===== config.mk =====
export PLATFORM = sky130hd
export DESIGN_NAME = vpd_dispatcher
export DESIGN_NICKNAME = d
export VERILOG_FILES = /design/src/verilog/vpd_pkg.sv /design/src/verilog/vpd_dispatcher.sv /design/src/verilog/vpd_two_buf.sv
export VERILOG_INCLUDE_DIRS = /design/src /design/src/verilog
export SDC_FILE = /design/constraint.sdc
export NUM_CORES = 1
export LEC_CHECK = 0
export BUFFER_PORTS_ARGS = -buffer_cell sky130_fd_sc_hd__buf_2
export CAP_MARGIN = 30
export CORE_MARGIN = 3
export CORE_UTILIZATION = 50
export CTS_BUF_LIST = sky130_fd_sc_hd__clkbuf_16
export CTS_CLUSTER_DIAMETER = 200
export DETAILED_ROUTE_END_ITERATION = 16
export PLACE_DENSITY_LB_ADDON = 0.15
export SLEW_MARGIN = 10
export SYNTH_ARGS = -nofsm -noshare
export SYNTH_HDL_FRONTEND = slang
export SYNTH_SLANG_ARGS = --single-unit

===== constraint.sdc =====
create_clock -name clk_i -period 3.1 [get_ports clk_i]
set_input_delay 0.155 -clock clk_i [delete_from_list [all_inputs] [get_ports clk_i]]
set_output_delay 0.155 -clock clk_i [all_outputs]
set_load 0.01 [all_outputs]

===== src/verilog/vpd_defines.svh =====
// Constants for the vocoder packet dispatcher
`ifndef VPD_DEFINES_SVH
`define VPD_DEFINES_SVH

// Packet framing bytes
`define VPD_START_BYTE 8'h61
`define VPD_PMARK_BYTE 8'h2F
`define VPD_TYPE_CFG 8'h00
`define VPD_TYPE_CHAN 8'h01
`define VPD_TYPE_SPEECH 8'h02
`define VPD_PARITY_LEN 16'h0002
`define VPD_PARITY_RST 1'b1

// Sample and frame timing
`define VPD_CLK_PERIOD_NS 100
`define VPD_SAMPLE_PERIOD_US 125
`define VPD_FRAME_MS 20
`define VPD_FRAME_SAMPLES ((`VPD_FRAME_MS * 1000) / `VPD_SAMPLE_PERIOD_US)
`define VPD_SAMPLE_CYCLES ((`VPD_SAMPLE_PERIOD_US * 1000) / `VPD_CLK_PERIOD_NS)

// Queue sizes: two speech plus two channel packets
`define VPD_ORD_DEPTH 4
`define VPD_BUF_WIDTH 8

`endif


===== src/verilog/vpd_pkg.sv =====
// Types for the vocoder packet dispatcher
package vpd_pkg;

	typedef enum logic [2:0] {
		RX_HUNT = 3'b000,
		RX_LENH = 3'b001,
		RX_LENL = 3'b010,
		RX_TYPE = 3'b011,
		RX_BODY = 3'b100,
		RX_PMARK = 3'b101,
		RX_PBYTE = 3'b110
	} vpd_rx_state_t;

	typedef enum logic [2:0] {
		TX_IDLE = 3'b000,
		TX_START = 3'b001,
		TX_LENH = 3'b010,
		TX_LENL = 3'b011,
		TX_TYPE = 3'b100,
		TX_BODY = 3'b101,
		TX_PMARK = 3'b110,
		TX_PBYTE = 3'b111
	} vpd_tx_state_t;

	typedef enum logic [1:0] {
		RESP_CFG = 2'b00,
		RESP_CHAN = 2'b01,
		RESP_SPEECH = 2'b10
	} vpd_resp_t;

endpackage : vpd_pkg


===== src/verilog/vpd_dispatcher.sv =====
// Vocoder packet dispatcher: packet parse, routing, ordering and reply framing
// What this block does
// - In codec mode, exchange one converter sample every 125 us
// - Samples are 16-bit two's-complement, full scale
// - Samples pass to and from coder unscaled
// - Converter setup from pins or software, as chosen
// - Packets only, port chosen by strap pins
// - Header is start, length, type
// - Received packets handled strictly in order
// - Codec mode sends channel packet every 20 ms
// - Codec cadence counted from converter sample clock
// - Speech packets accepted only in packet mode
// - Packet mode replies as soon as ready
// - Replies leave in request order
// - Queues hold two speech plus two channel
// - Port keeps moving while at most two replies are pending, stalls at three
// - Speech packet yields a channel reply
// - Channel packet yields a speech reply
// - Config packet applied, then config reply
// - Start byte is 0x61, else ignored
// - Two-byte length, MSB first, excludes header
// - Types: 0x00 config, 0x01 channel, 0x02 speech
// - Parity marker 0x2F plus byte, on after reset
`timescale 1ns/1ps
`include "vpd_defines.svh"

module vpd_dispatcher import vpd_pkg::*; (
	input wire logic clk_i,
	input wire logic sys_rst_i,
	input wire logic [7:0] rx_byte_i,
	input wire logic rx_valid_i,
	output logic rx_ready_o,
	input wire logic [1:0] port_sel_i,
	output logic [1:0] active_port_o,
	input wire logic codec_mode_i,
	output logic codec_mode_o,
	input wire logic conv_fs_i,
	input wire logic [15:0] conv_adc_i,
	output logic [15:0] conv_dac_o,
	input wire logic conv_cfg_src_i,
	input wire logic [7:0] conv_cfg_pins_i,
	output logic [7:0] conv_cfg_o,
	input wire logic cfg_we_i,
	input wire logic [7:0] cfg_data_i,
	input wire logic parity_we_i,
	input wire logic parity_en_i,
	output logic parity_on_o,
	output logic [15:0] enc_sample_o,
	output logic enc_valid_o,
	output logic [7:0] chan_byte_o,
	output logic chan_valid_o,
	output logic [7:0] cfg_byte_o,
	output logic cfg_valid_o,
	input wire logic [15:0] dec_sample_i,
	input wire logic dec_valid_i,
	input wire logic [15:0] res_len_i,
	input wire logic [7:0] res_byte_i,
	input wire logic res_valid_i,
	output logic res_ready_o,
	output logic [7:0] tx_byte_o,
	output logic tx_valid_o,
	input wire logic tx_ready_i,
	output logic pkt_done_o,
	output logic pkt_err_o
);
	// Reply type for each request type
	function automatic vpd_resp_t resp_for(input logic [7:0] t);
		case (t)
			`VPD_TYPE_SPEECH: resp_for = RESP_CHAN;
			`VPD_TYPE_CHAN: resp_for = RESP_SPEECH;
			default: resp_for = RESP_CFG;
		endcase
	endfunction : resp_for

	function automatic logic [7:0] resp_byte(input vpd_resp_t r);
		case (r)
			RESP_CHAN: resp_byte = `VPD_TYPE_CHAN;
			RESP_SPEECH: resp_byte = `VPD_TYPE_SPEECH;
			default: resp_byte = `VPD_TYPE_CFG;
		endcase
	endfunction : resp_byte

	// Types accepted in the current mode
	function automatic logic type_good(input logic [7:0] t, input logic cm);
		type_good = (t == `VPD_TYPE_CFG) || (t == `VPD_TYPE_CHAN) || ((t == `VPD_TYPE_SPEECH) && !cm);
	endfunction : type_good

	// Pin synchronisers
	logic [1:0] port_m, port_s;
	logic mode_m, mode_s, src_m, src_s;
	logic fs_m, fs_s, fs_d;
	logic [15:0] adc_m, adc_s;
	logic [7:0] pins_m, pins_s;
	logic strap_done;

	always_ff @(posedge clk_i) begin
		port_m <= port_sel_i;
		port_s <= port_m;
		mode_m <= codec_mode_i;
		mode_s <= mode_m;
		src_m <= conv_cfg_src_i;
		src_s <= src_m;
		fs_m <= conv_fs_i;
		fs_s <= fs_m;
		adc_m <= conv_adc_i;
		adc_s <= adc_m;
		pins_m <= conv_cfg_pins_i;
		pins_s <= pins_m;
	end

	// Straps caught once, after synchroniser settles
	logic [1:0] strap_wait;
	always_ff @(posedge clk_i) begin
		if (sys_rst_i) begin
			strap_wait <= 2'h0;
			strap_done <= 1'b0;
			active_port_o <= 2'h0;
			codec_mode_o <= 1'b0;
		end else if (!strap_done) begin
			strap_wait <= strap_wait + 2'h1;
			if (strap_wait == 2'h3) begin
				strap_done <= 1'b1;
				active_port_o <= port_s;
				codec_mode_o <= mode_s;
			end
		end
	end

	// Converter setup source
	logic [7:0] sw_cfg;
	always_ff @(posedge clk_i) begin
		if (sys_rst_i) begin
			sw_cfg <= 8'h00;
			conv_cfg_o <= 8'h00;
		end else begin
			if (cfg_we_i) begin
				sw_cfg <= cfg_data_i;
			end
			conv_cfg_o <= src_s ? sw_cfg : pins_s;
		end
	end

	always_ff @(posedge clk_i) begin
		if (sys_rst_i) begin
			parity_on_o <= `VPD_PARITY_RST;
		end else if (parity_we_i) begin
			parity_on_o <= parity_en_i;
		end
	end

	// Sample clock cadence
	logic fs_tick;
	logic [7:0] frame_cnt;
	logic codec_pend;
	logic ord_push_rx;
	vpd_resp_t ord_push_rx_type;
	logic ord_full;
	assign fs_tick = fs_s && !fs_d;

	always_ff @(posedge clk_i) begin
		if (sys_rst_i) begin
			fs_d <= 1'b0;
			frame_cnt <= 8'h00;
			codec_pend <= 1'b0;
		end else begin
			fs_d <= fs_s;
			if (codec_pend && !ord_push_rx && !ord_full) begin
				codec_pend <= 1'b0;
			end
			// New frame wins over the clear of the one just queued
			if (codec_mode_o && fs_tick) begin
				if (frame_cnt == 8'(`VPD_FRAME_SAMPLES - 1)) begin
					frame_cnt <= 8'h00;
					codec_pend <= 1'b1;
				end else begin
					frame_cnt <= frame_cnt + 8'h01;
				end
			end
		end
	end

	// Receive parser
	vpd_rx_state_t rx_state;
	logic [15:0] rx_len, rx_remain;
	logic [7:0] rx_type, rx_par;
	logic rx_bad, rx_hi_half;
	logic [7:0] rx_hi;
	logic rx_take;
	logic [15:0] body_len;
	logic type_ok;
	assign rx_take = rx_valid_i && rx_ready_o;
	assign body_len = parity_on_o ? rx_len - `VPD_PARITY_LEN : rx_len;
	assign type_ok = type_good(rx_type, codec_mode_o);

	always_ff @(posedge clk_i) begin
		if (sys_rst_i) begin
			rx_state <= RX_HUNT;
			rx_len <= 16'h0000;
			rx_remain <= 16'h0000;
			rx_type <= 8'h00;
			rx_par <= 8'h00;
			rx_bad <= 1'b0;
			ord_push_rx <= 1'b0;
			ord_push_rx_type <= RESP_CFG;
			pkt_done_o <= 1'b0;
			pkt_err_o <= 1'b0;
		end else begin
			ord_push_rx <= 1'b0;
			pkt_done_o <= 1'b0;
			pkt_err_o <= 1'b0;
			if (rx_take) begin
				case (rx_state)
					RX_HUNT: begin
						if (rx_byte_i == `VPD_START_BYTE) begin
							rx_state <= RX_LENH;
							rx_par <= 8'h00;
							rx_bad <= 1'b0;
						end
					end
					RX_LENH: begin
						rx_len[15:8] <= rx_byte_i;
						rx_par <= rx_par ^ rx_byte_i;
						rx_state <= RX_LENL;
					end
					RX_LENL: begin
						rx_len[7:0] <= rx_byte_i;
						rx_par <= rx_par ^ rx_byte_i;
						rx_state <= RX_TYPE;
					end
					RX_TYPE: begin
						rx_type <= rx_byte_i;
						rx_par <= rx_par ^ rx_byte_i;
						rx_remain <= body_len;
						if (parity_on_o && rx_len < `VPD_PARITY_LEN) begin
							rx_bad <= 1'b1;
						end
						if (body_len == 16'h0000 || (parity_on_o && rx_len < `VPD_PARITY_LEN)) begin
							rx_state <= parity_on_o ? RX_PMARK : RX_HUNT;
							if (!parity_on_o) begin
								ord_push_rx <= type_good(rx_byte_i, codec_mode_o);
								ord_push_rx_type <= resp_for(rx_byte_i);
								pkt_done_o <= type_good(rx_byte_i, codec_mode_o);
								pkt_err_o <= !type_good(rx_byte_i, codec_mode_o);
							end
						end else begin
							rx_state <= RX_BODY;
						end
					end
					RX_BODY: begin
						rx_par <= rx_par ^ rx_byte_i;
						rx_remain <= rx_remain - 16'h0001;
						if (rx_remain == 16'h0001) begin
							rx_state <= parity_on_o ? RX_PMARK : RX_HUNT;
							if (!parity_on_o) begin
								ord_push_rx <= type_ok;
								ord_push_rx_type <= resp_for(rx_type);
								pkt_done_o <= type_ok;
								pkt_err_o <= !type_ok;
							end
						end
					end
					RX_PMARK: begin
						rx_par <= rx_par ^ rx_byte_i;
						rx_bad <= rx_bad || (rx_byte_i != `VPD_PMARK_BYTE);
						rx_state <= RX_PBYTE;
					end
					RX_PBYTE: begin
						rx_state <= RX_HUNT;
						ord_push_rx <= type_ok && !rx_bad && (rx_byte_i == rx_par);
						ord_push_rx_type <= resp_for(rx_type);
						pkt_done_o <= type_ok && !rx_bad && (rx_byte_i == rx_par);
						pkt_err_o <= !(type_ok && !rx_bad && (rx_byte_i == rx_par));
					end
					default: rx_state <= RX_HUNT;
				endcase
			end
		end
	end

	// Payload routing toward encoder, decoder and config handling
	always_ff @(posedge clk_i) begin
		if (sys_rst_i) begin
			enc_sample_o <= 16'h0000;
			enc_valid_o <= 1'b0;
			chan_byte_o <= 8'h00;
			chan_valid_o <= 1'b0;
			cfg_byte_o <= 8'h00;
			cfg_valid_o <= 1'b0;
			rx_hi_half <= 1'b1;
			rx_hi <= 8'h00;
		end else begin
			enc_valid_o <= 1'b0;
			chan_valid_o <= 1'b0;
			cfg_valid_o <= 1'b0;
			if (rx_take && rx_state == RX_TYPE) begin
				rx_hi_half <= 1'b1;
			end
			if (codec_mode_o && fs_tick) begin
				enc_sample_o <= adc_s;
				enc_valid_o <= 1'b1;
			end
			// Channel and config bytes still routed on a sample tick
			if (rx_take && rx_state == RX_BODY && type_ok) begin
				case (rx_type)
					`VPD_TYPE_SPEECH: begin
						rx_hi_half <= !rx_hi_half;
						if (rx_hi_half) begin
							rx_hi <= rx_byte_i;
						end else begin
							enc_sample_o <= {rx_hi, rx_byte_i};
							enc_valid_o <= 1'b1;
						end
					end
					`VPD_TYPE_CHAN: begin
						chan_byte_o <= rx_byte_i;
						chan_valid_o <= 1'b1;
					end
					default: begin
						cfg_byte_o <= rx_byte_i;
						cfg_valid_o <= 1'b1;
					end
				endcase
			end
		end
	end

	always_ff @(posedge clk_i) begin
		if (sys_rst_i) begin
			conv_dac_o <= 16'h0000;
		end else if (codec_mode_o && dec_valid_i) begin
			conv_dac_o <= dec_sample_i;
		end
	end

	// Reply order queue
	vpd_resp_t ord_mem [`VPD_ORD_DEPTH];
	logic [1:0] ord_wr, ord_rd;
	logic [2:0] ord_cnt;
	logic ord_push, ord_pop;
	vpd_resp_t ord_in;
	assign ord_full = (ord_cnt == 3'(`VPD_ORD_DEPTH));
	assign ord_push = (ord_push_rx || codec_pend) && !ord_full;
	assign ord_in = ord_push_rx ? ord_push_rx_type : RESP_CHAN;

	always_ff @(posedge clk_i) begin
		if (sys_rst_i) begin
			ord_wr <= 2'h0;
			ord_rd <= 2'h0;
			ord_cnt <= 3'h0;
			rx_ready_o <= 1'b0;
			for (int i = 0; i < `VPD_ORD_DEPTH; i++) begin
				ord_mem[i] <= RESP_CFG;
			end
		end else begin
			if (ord_push) begin
				ord_mem[ord_wr] <= ord_in;
				ord_wr <= ord_wr + 2'h1;
			end
			if (ord_pop) begin
				ord_rd <= ord_rd + 2'h1;
			end
			ord_cnt <= ord_cnt + 3'(ord_push) - 3'(ord_pop);
			rx_ready_o <= strap_done && (ord_cnt < 3'(`VPD_ORD_DEPTH - 1));
		end
	end

	// Reply framer
	vpd_tx_state_t tx_state;
	logic [15:0] tx_len, tx_remain;
	logic [7:0] tx_par, tx_push_data;
	logic tx_push, tx_par_on, buf_in_ready, can_push;
	vpd_resp_t tx_type;
	assign can_push = buf_in_ready && !tx_push;
	assign ord_pop = (tx_state == TX_IDLE) && (ord_cnt != 3'h0) && res_valid_i;

	always_ff @(posedge clk_i) begin
		if (sys_rst_i) begin
			tx_state <= TX_IDLE;
			tx_len <= 16'h0000;
			tx_remain <= 16'h0000;
			tx_par <= 8'h00;
			tx_par_on <= 1'b1;
			tx_type <= RESP_CFG;
			tx_push <= 1'b0;
			tx_push_data <= 8'h00;
			res_ready_o <= 1'b0;
		end else begin
			tx_push <= 1'b0;
			res_ready_o <= 1'b0;
			case (tx_state)
				TX_IDLE: begin
					if (ord_pop) begin
						tx_type <= ord_mem[ord_rd];
						tx_par_on <= parity_on_o;
						tx_remain <= res_len_i;
						tx_len <= res_len_i + (parity_on_o ? `VPD_PARITY_LEN : 16'h0000);
						tx_par <= 8'h00;
						tx_state <= TX_START;
					end
				end
				TX_START: if (can_push) begin
					tx_push <= 1'b1;
					tx_push_data <= `VPD_START_BYTE;
					tx_state <= TX_LENH;
				end
				TX_LENH: if (can_push) begin
					tx_push <= 1'b1;
					tx_push_data <= tx_len[15:8];
					tx_par <= tx_par ^ tx_len[15:8];
					tx_state <= TX_LENL;
				end
				TX_LENL: if (can_push) begin
					tx_push <= 1'b1;
					tx_push_data <= tx_len[7:0];
					tx_par <= tx_par ^ tx_len[7:0];
					tx_state <= TX_TYPE;
				end
				TX_TYPE: if (can_push) begin
					tx_push <= 1'b1;
					tx_push_data <= resp_byte(tx_type);
					tx_par <= tx_par ^ resp_byte(tx_type);
					tx_state <= (tx_remain != 16'h0000) ? TX_BODY : (tx_par_on ? TX_PMARK : TX_IDLE);
				end
				TX_BODY: begin
					if (res_ready_o && res_valid_i) begin
						tx_push <= 1'b1;
						tx_push_data <= res_byte_i;
						tx_par <= tx_par ^ res_byte_i;
						tx_remain <= tx_remain - 16'h0001;
						if (tx_remain == 16'h0001) begin
							tx_state <= tx_par_on ? TX_PMARK : TX_IDLE;
						end
					end else if (!res_ready_o && can_push) begin
						res_ready_o <= 1'b1;
					end
				end
				TX_PMARK: if (can_push) begin
					tx_push <= 1'b1;
					tx_push_data <= `VPD_PMARK_BYTE;
					tx_par <= tx_par ^ `VPD_PMARK_BYTE;
					tx_state <= TX_PBYTE;
				end
				TX_PBYTE: if (can_push) begin
					tx_push <= 1'b1;
					tx_push_data <= tx_par;
					tx_state <= TX_IDLE;
				end
				default: tx_state <= TX_IDLE;
			endcase
		end
	end

	// Stall by the port holds the framer, no byte lost
	vpd_two_buf #(
		.W(`VPD_BUF_WIDTH)
	) u_tx_buf (
		.clk_i(clk_i),
		.sys_rst_i(sys_rst_i),
		.in_data_i(tx_push_data),
		.in_valid_i(tx_push),
		.in_ready_o(buf_in_ready),
		.out_data_o(tx_byte_o),
		.out_valid_o(tx_valid_o),
		.out_ready_i(tx_ready_i)
	);

endmodule : vpd_dispatcher


===== src/verilog/vpd_two_buf.sv =====
// Two-entry valid/ready buffer on the transmit byte path
`timescale 1ns/1ps
`include "vpd_defines.svh"

module vpd_two_buf #(
	parameter int W = `VPD_BUF_WIDTH
) (
	input wire logic clk_i,
	input wire logic sys_rst_i,
	input wire logic [W-1:0] in_data_i,
	input wire logic in_valid_i,
	output logic in_ready_o,
	output logic [W-1:0] out_data_o,
	output logic out_valid_o,
	input wire logic out_ready_i
);
	logic [W-1:0] mem [2];
	logic wr_ptr;
	logic rd_ptr;
	logic [1:0] count;
	logic [1:0] next_count;
	logic do_push;
	logic do_pop;

	assign do_push = in_valid_i && in_ready_o;
	assign do_pop = out_valid_o && out_ready_i;
	assign out_data_o = mem[rd_ptr];

	always_comb begin
		next_count = count;
		if (do_push && !do_pop) begin
			next_count = count + 2'h1;
		end else if (do_pop && !do_push) begin
			next_count = count - 2'h1;
		end
	end

	always_ff @(posedge clk_i) begin
		if (sys_rst_i) begin
			count <= 2'h0;
			in_ready_o <= 1'b1;
			out_valid_o <= 1'b0;
		end else begin
			count <= next_count;
			in_ready_o <= (next_count != 2'h2);
			out_valid_o <= (next_count != 2'h0);
		end
	end

	always_ff @(posedge clk_i) begin
		if (sys_rst_i) begin
			wr_ptr <= 1'b0;
			rd_ptr <= 1'b0;
			mem[0] <= '0;
			mem[1] <= '0;
		end else begin
			if (do_push) begin
				mem[wr_ptr] <= in_data_i;
				wr_ptr <= ~wr_ptr;
			end
			if (do_pop) begin
				rd_ptr <= ~rd_ptr;
			end
		end
	end

endmodule : vpd_two_buf


==> impl_metrics.env, run 1 <==
export IMPL_yosysWarnings=0
export IMPL_syn2layout_area_growth_pct=21.5
export IMPL_num_nets_final=1789
export IMPL_period_needed_ns=2.53
export IMPL_final_area_mm2=0.0159
export IMPL_rsz0062_at_grt="false"
export IMPL_crit_top_cell="inv_1"
export IMPL_cts_max_path_buffers=3
export IMPL_p_comb_share_pct=22.0
export IMPL_gp_congestion=0.896
export IMPL_crit_family="adder cells"
export IMPL_min_delay_start="res_len_i[3]"
export IMPL_crit_fanout=10
export IMPL_clock_sinks=302
export IMPL_switching_share_pct=30.2
export IMPL_ys_seq_elements=302
export IMPL_vias_per_cell=5.56
export IMPL_fmax_mhz=395
export IMPL_ys_flop_type="dfxtp_1"
export IMPL_cts_buffers=34
export IMPL_r2r_start="ord_cnt[1]"
export IMPL_tightest_slew_ns=0.739
export IMPL_cts_hold_buf=57
export IMPL_final_instance_count_excl_fill=2036
export IMPL_place_inst=1918
export IMPL_end_kind="flop"
export IMPL_chipWidth_um=168
export IMPL_crit_slowest_cell="o31ai_1"
export IMPL_crit_start="ord_cnt[1]"
export IMPL_dpl_cell_area_mm2=0.0142
export IMPL_slowest_delay_ns=0.42
export IMPL_drtIter0Drc=1109
export IMPL_grt_overflow_total=0
export IMPL_avgSynthCellArea_um2=8.85
export IMPL_status="completed"
export IMPL_worstPathCellList="o31ai_1 > or3_1 > nand2b_1 > buf_4 > inv_1 > ha_1 > inv_1 > ha_1 > inv_1 > fa_1 > xor2_1 > nor2_1"
export IMPL_yosys_top_cells_count="278 x dfxtp_1, 199 x nor2_1, 168 x nand2_1, 113 x a21oi_1, 83 x clkbuf_1"
export IMPL_die_area_mm2=0.0282
export IMPL_min_path_type="in2reg"
export IMPL_io_pins=170
export IMPL_routed_wl_um=33000
export IMPL_clockPowerShare_pct=36.3
export IMPL_tns_ns=0
export IMPL_vdd_drop_max_v=0.000462
export IMPL_dpl_hpwl_um=22000
export IMPL_period_share_pct=81.6
export IMPL_synth_cell_area_mm2=0.0131
export IMPL_synth_area_leaders="dfxtp_1 43%, nor2_1 5.7%, mux2i_1 5.7%, edfxtp_1 5.5%, nand2_1 4.8%"
export IMPL_cts_resized=0
export IMPL_netlist_instances=1480
export IMPL_yosysSeqAreaShare_pct=48.0
export IMPL_pwr_share_seq_pct=41.7
export IMPL_rows=58
export IMPL_antenna_found_initial=0
export IMPL_drv_cap=0
export IMPL_io_buffers=169
export IMPL_cts_setup_buffers=0
export IMPL_critPathKind="reg2reg"
export IMPL_core_mm2=0.0255
export IMPL_powerDensity_mw_per_mm2=697
export IMPL_arrival_ns=2.89
export IMPL_final_max_slew_viol_count=0
export IMPL_synth_edf_count=24
export IMPL_synthArstFlopShare_pct=0
export IMPL_grt_pass1_vias=10551
export IMPL_clk_latency_ns=0.51
export IMPL_clk_pin_slew_ns=0.06
export IMPL_finClkSkew_ns=0.0101
export IMPL_whs_ns=0.0134
export IMPL_diodes=0
export IMPL_start_util_pct=51.4
export IMPL_critPathBufInv=4
export IMPL_setup_violations=0
export IMPL_synth_distinct_cells=82
export IMPL_synth_fp_nets=1588
export IMPL_die_h_um=168
export IMPL_grt_pass1_wl_um=53700
export IMPL_cts_tree="yes"
export IMPL_grt_max_degree=67
export IMPL_cp_required_ns=3.46
export IMPL_p_sw_mw=3.35
export IMPL_p_int_mw=7.74
export IMPL_power_leakage_nw=6.42
export IMPL_cts_root_buf="clkbuf_16"
export IMPL_synth_most_common_cell="dfxtp_1"
export IMPL_start_kind="flop"
export IMPL_synth_top_area_cell="dfxtp_1"
export IMPL_hold_violations=0
export IMPL_via_count=11310
export IMPL_wl_per_cell_um=16.2
export IMPL_synth_top_area_share_pct=42.5
export IMPL_ant_nets=0
export IMPL_dr_pass1_iters=5
export IMPL_htreeDepth=2
export IMPL_remaining_drc_errors=0
export IMPL_grtUsageTotal_pct=22.6
export IMPL_layout_drive_gt1_share_pct=16.5
export IMPL_relSlewSlack_pct=50.8
-- layout by cell type, fill, tap and decap left out, types with 8 or more instances in the layout --
cell type	netlist	final
nand4_1	11	11
a31oi_1	10	10
mux2i_1	74	74
nor2_1	199	199
or4_1	8	8
o22ai_1	12	12
nor3_1	36	36
mux2_2	10	10
clkbuf_16	0	35
xor2_1	29	29
ha_1	12	12
nand3b_1	14	14
clkinv_1	1	11
dfxtp_1	278	278
and2_1	23	23
buf_2	3	169
and3_1	11	11
xnor2_1	25	25
a211oi_1	49	49
nor4_1	11	11
nand2b_1	8	8
nand3_1	31	31
edfxtp_1	24	24
o21ai_0	79	79
a21oi_1	113	113
nand2_1	168	168
nor3b_1	8	8
buf_4	1	30
inv_1	25	26
dlygate4sd3_1	0	57
nor2b_1	13	13
-- stage by stage --
step	power, mW	utilization (%)	setup slack, ns
6_report	11.1	62.5	0.571
5_1_grt	11.7	62.5	0.401
4_1_cts	11.2	62.5	0.575
3_5_place_dp	7.05	55.8	0.594
3_3_place_gp	7.01	55.8	0.695
2_1_floorplan	6.34	-	0.340
-- power by group through the flow --
stage                     clock, mW  combinational (mW)  sequential (mW)
after floorplan                   0                1.74             4.61
after global placement            0                2.32             4.69
after detailed placement          0                2.35             4.70
after CTS                      4.12                2.42             4.62
after global routing           4.29                2.73             4.67
final                          4.02                2.44             4.62
-- cells by family after synthesis --
logic type	Yosys count	synth area share (%)
XOR/XNOR	54	3.61
buffers and inverters	118	3.56
multiplexers	88	7.03
AO/OA/AOI/OAI	326	15.3
AND/OR/NAND/NOR	578	21.0
adder cells (fa/ha/maj)	14	1.45
flip-flops	302	48.0
-- per-layer routing --
metal	track usage, %	part of all wire [%]	vias to the layer above
met5	0	0	-
met4	6.12	1.8	0
met3	3.78	6.3	51
met2	36.7	45	405
met1	31.5	46	5239
li1	-	-	5615
-- state kept, by name, summed over array words and instances (netlist names), 8 cells and up, named ones only --
name          count
conv_dac_o       16
adc_s            16
cfg_byte_o        8
u_tx_buf.mem     16
tx_len           16
tx_remain        16
frame_cnt         8
pins_m            8
pins_s            8
tx_push_data      8
chan_byte_o       8
rx_hi             8
adc_m            16
tx_par            8
rx_par            8
rx_remain        16
rx_len           16
conv_cfg_o        8
rx_type           8
sw_cfg            8
ord_mem           8
enc_sample_o     16
-- worst reg2reg max path, stage by stage (launching register included) --
cell and delay [ns]:
dfxtp_1 0.36, o31ai_1 0.42, or3_1 0.19, nand2b_1 0.10, buf_4 0.16, inv_1 0.07
ha_1 0.26, inv_1 0.05, ha_1 0.14, inv_1 0.05, fa_1 0.37, xor2_1 0.16
nor2_1 0.05
-- worst paths after layout --
kind,endpoint,slack [ns],cells after the start
setup / recovery,ord_cnt[2],0.57,12
hold / removal,tx_len[3],0.01,3
setup reg to reg,ord_cnt[2],0.57,12
hold reg to reg,pins_s[5],0.32,0
-- final cells by class --
class                           instances  area, um^2
Clock inverter                         26         248
Sequential cell                       302        6290
Inverter                               26        97.6
Tap cell                              330         413
Multi-Input combinational cell       1060        6340
Fill cell                            2200        9560
Timing Repair Buffer                  257        1650
Clock buffer                           35         876
(Power assumes the default switching activity.)
==> run 2, diff against run 1 <==
==> constraint.sdc (replaced) <==
create_clock -name clk_i -period 2.2 [get_ports clk_i]
set_input_delay 0.11 -clock clk_i [delete_from_list [all_inputs] [get_ports clk_i]]
set_output_delay 0.11 -clock clk_i [all_outputs]
set_load 0.01 [all_outputs]
==> impl_metrics.env, run 2 (synthesized netlist as in run 1, its figures left out) <==
export IMPL_status="completed"
export IMPL_vdd_drop_max_v=0.000890
export IMPL_diodes=0
export IMPL_antenna_found_initial=1
export IMPL_cts_root_buf="clkbuf_16"
export IMPL_cts_buffers=31
export IMPL_place_inst=1976
export IMPL_arrival_ns=2.63
export IMPL_min_path_type="in2reg"
export IMPL_rsz0062_at_grt="true"
export IMPL_tightest_slew_ns=0.580
export IMPL_period_share_pct=99.6
export IMPL_vias_per_cell=5.52
export IMPL_finClkSkew_ns=0.0115
export IMPL_start_kind="flop"
export IMPL_cts_tree="yes"
export IMPL_die_area_mm2=0.0282
export IMPL_htreeDepth=1
export IMPL_io_pins=170
export IMPL_period_needed_ns=2.19
export IMPL_dr_pass1_iters=7
export IMPL_num_nets_final=1901
export IMPL_grt_pass1_wl_um=58100
export IMPL_start_util_pct=51.4
export IMPL_drtIter0Drc=1002
export IMPL_powerDensity_mw_per_mm2=923
export IMPL_clk_latency_ns=0.57
export IMPL_worstPathCellList="o31ai_4 > or3_4 > nand2b_4 > inv_4 > ha_4 > inv_2 > ha_4 > inv_2 > fa_2 > xor2_1 > nor2_1"
export IMPL_io_buffers=169
export IMPL_grt_overflow_total=0
export IMPL_ant_nets=0
export IMPL_drv_cap=0
export IMPL_grt_pass1_vias=11612
export IMPL_hold_violations=0
export IMPL_fmax_mhz=456
export IMPL_gp_congestion=0.934
export IMPL_routed_wl_um=35400
export IMPL_cp_required_ns=2.64
export IMPL_grtUsageTotal_pct=24.5
export IMPL_final_common_cell="dfxtp_1"
export IMPL_via_count=11827
export IMPL_clock_sinks=302
export IMPL_layout_drive_gt1_share_pct=20.7
export IMPL_critPathKind="reg2reg"
export IMPL_final_instance_count_excl_fill=2143
export IMPL_power_leakage_nw=6.98
export IMPL_clk_pin_slew_ns=0.06
export IMPL_final_max_slew_viol_count=0
export IMPL_rows=58
export IMPL_relSlewSlack_pct=61.0
export IMPL_final_area_mm2=0.0169
export IMPL_die_h_um=168
export IMPL_remaining_drc_errors=0
export IMPL_cts_max_path_buffers=3
export IMPL_dpl_hpwl_um=23200
export IMPL_dpl_cell_area_mm2=0.0147
export IMPL_slowest_delay_ns=0.39
export IMPL_crit_fanout=4
export IMPL_crit_family="adder cells"
export IMPL_syn2layout_area_growth_pct=29.4
export IMPL_end_kind="flop"
export IMPL_wl_per_cell_um=16.5
export IMPL_chipWidth_um=168
export IMPL_crit_slowest_cell="dfxtp_4"
export IMPL_final_cell_mix="271 x dfxtp_1, 197 x nor2_1, 168 x nand2_1, 168 x buf_2, 112 x a21oi_1"
export IMPL_core_mm2=0.0255
export IMPL_setup_violations=0
export IMPL_critPathBufInv=3
export IMPL_grt_max_degree=89
run 2: layout make-up:
class	count	area (um^2)
inverters	26	101
flip-flops and latches	302	6300
clock buffers	32	801
clock inverters	21	173
repair buffers	372	2680
multi-input cells	1060	6470
well taps	330	413
fillers	2111	8530
run 2: worst min-delay path: stages:
cell and delay [ns]:
buf_2 0.11, a221oi_1 0.10, a211oi_1 0.22
run 2: through the flow:
| stage | utilization, % | setup TNS (ns) | total power [mW] | hold WS, ns | setup slack (ns) |
|---|---|---|---|---|---|
| final | 66.5 | 0 | 15.6 | 0.0220 | 0.00892 |
| after global routing | 66.5 | -0.181 | 16.5 | 0.0561 | -0.0440 |
| after CTS | 65.9 | 0 | 15.6 | 0.0104 | 0.0158 |
| after detailed placement | 57.8 | -0.0809 | 10.3 | 0.214 | -0.0409 |
| after global placement | 57.8 | 0 | 10.2 | 0.212 | 0.0587 |
| after floorplan | - | -0.227 | 9.05 | 0.138 | -0.136 |
run 2: power by group:
| group | switching (mW) | internal (mW) | total, mW |
|---|---|---|---|
| Combinational | 2.28 | 1.76 | 4.05 |
| Sequential | 0.442 | 6.08 | 6.52 |
| Clock | 2.20 | 2.87 | 5.07 |
run 2: final timing paths:
check | from | endpoint | slack [ns] | cells past startpoint
worst max-delay path | ord_cnt[0] | ord_cnt[2] | 0.009 | 11
worst max register to register | ord_cnt[0] | ord_cnt[2] | 0.009 | 11
worst min-delay path | res_byte_i[6] | tx_push_data[6] | 0.02 | 3
worst min register to register | pins_m[7] | pins_s[7] | 0.32 | 0
run 2: routing by layer:
layer / track usage [%] / vias to the layer above / share of wire, %
met5: 0 / - / 0.037
met4: 7.58 / 2 / 2.8
met3: 4.81 / 80 / 6.4
met2: 40.4 / 416 / 47
met1: 32.6 / 5489 / 44
li1: - / 5840 / -
run 2: repair_timing:
item,CTS,global route
setup buffers,1,7
pin swaps,3,10
setup endpoints to repair,2,19
hold buffers,106,0
hold endpoints to repair,113,0
gates resized for setup,1,27
gates cloned,0,0
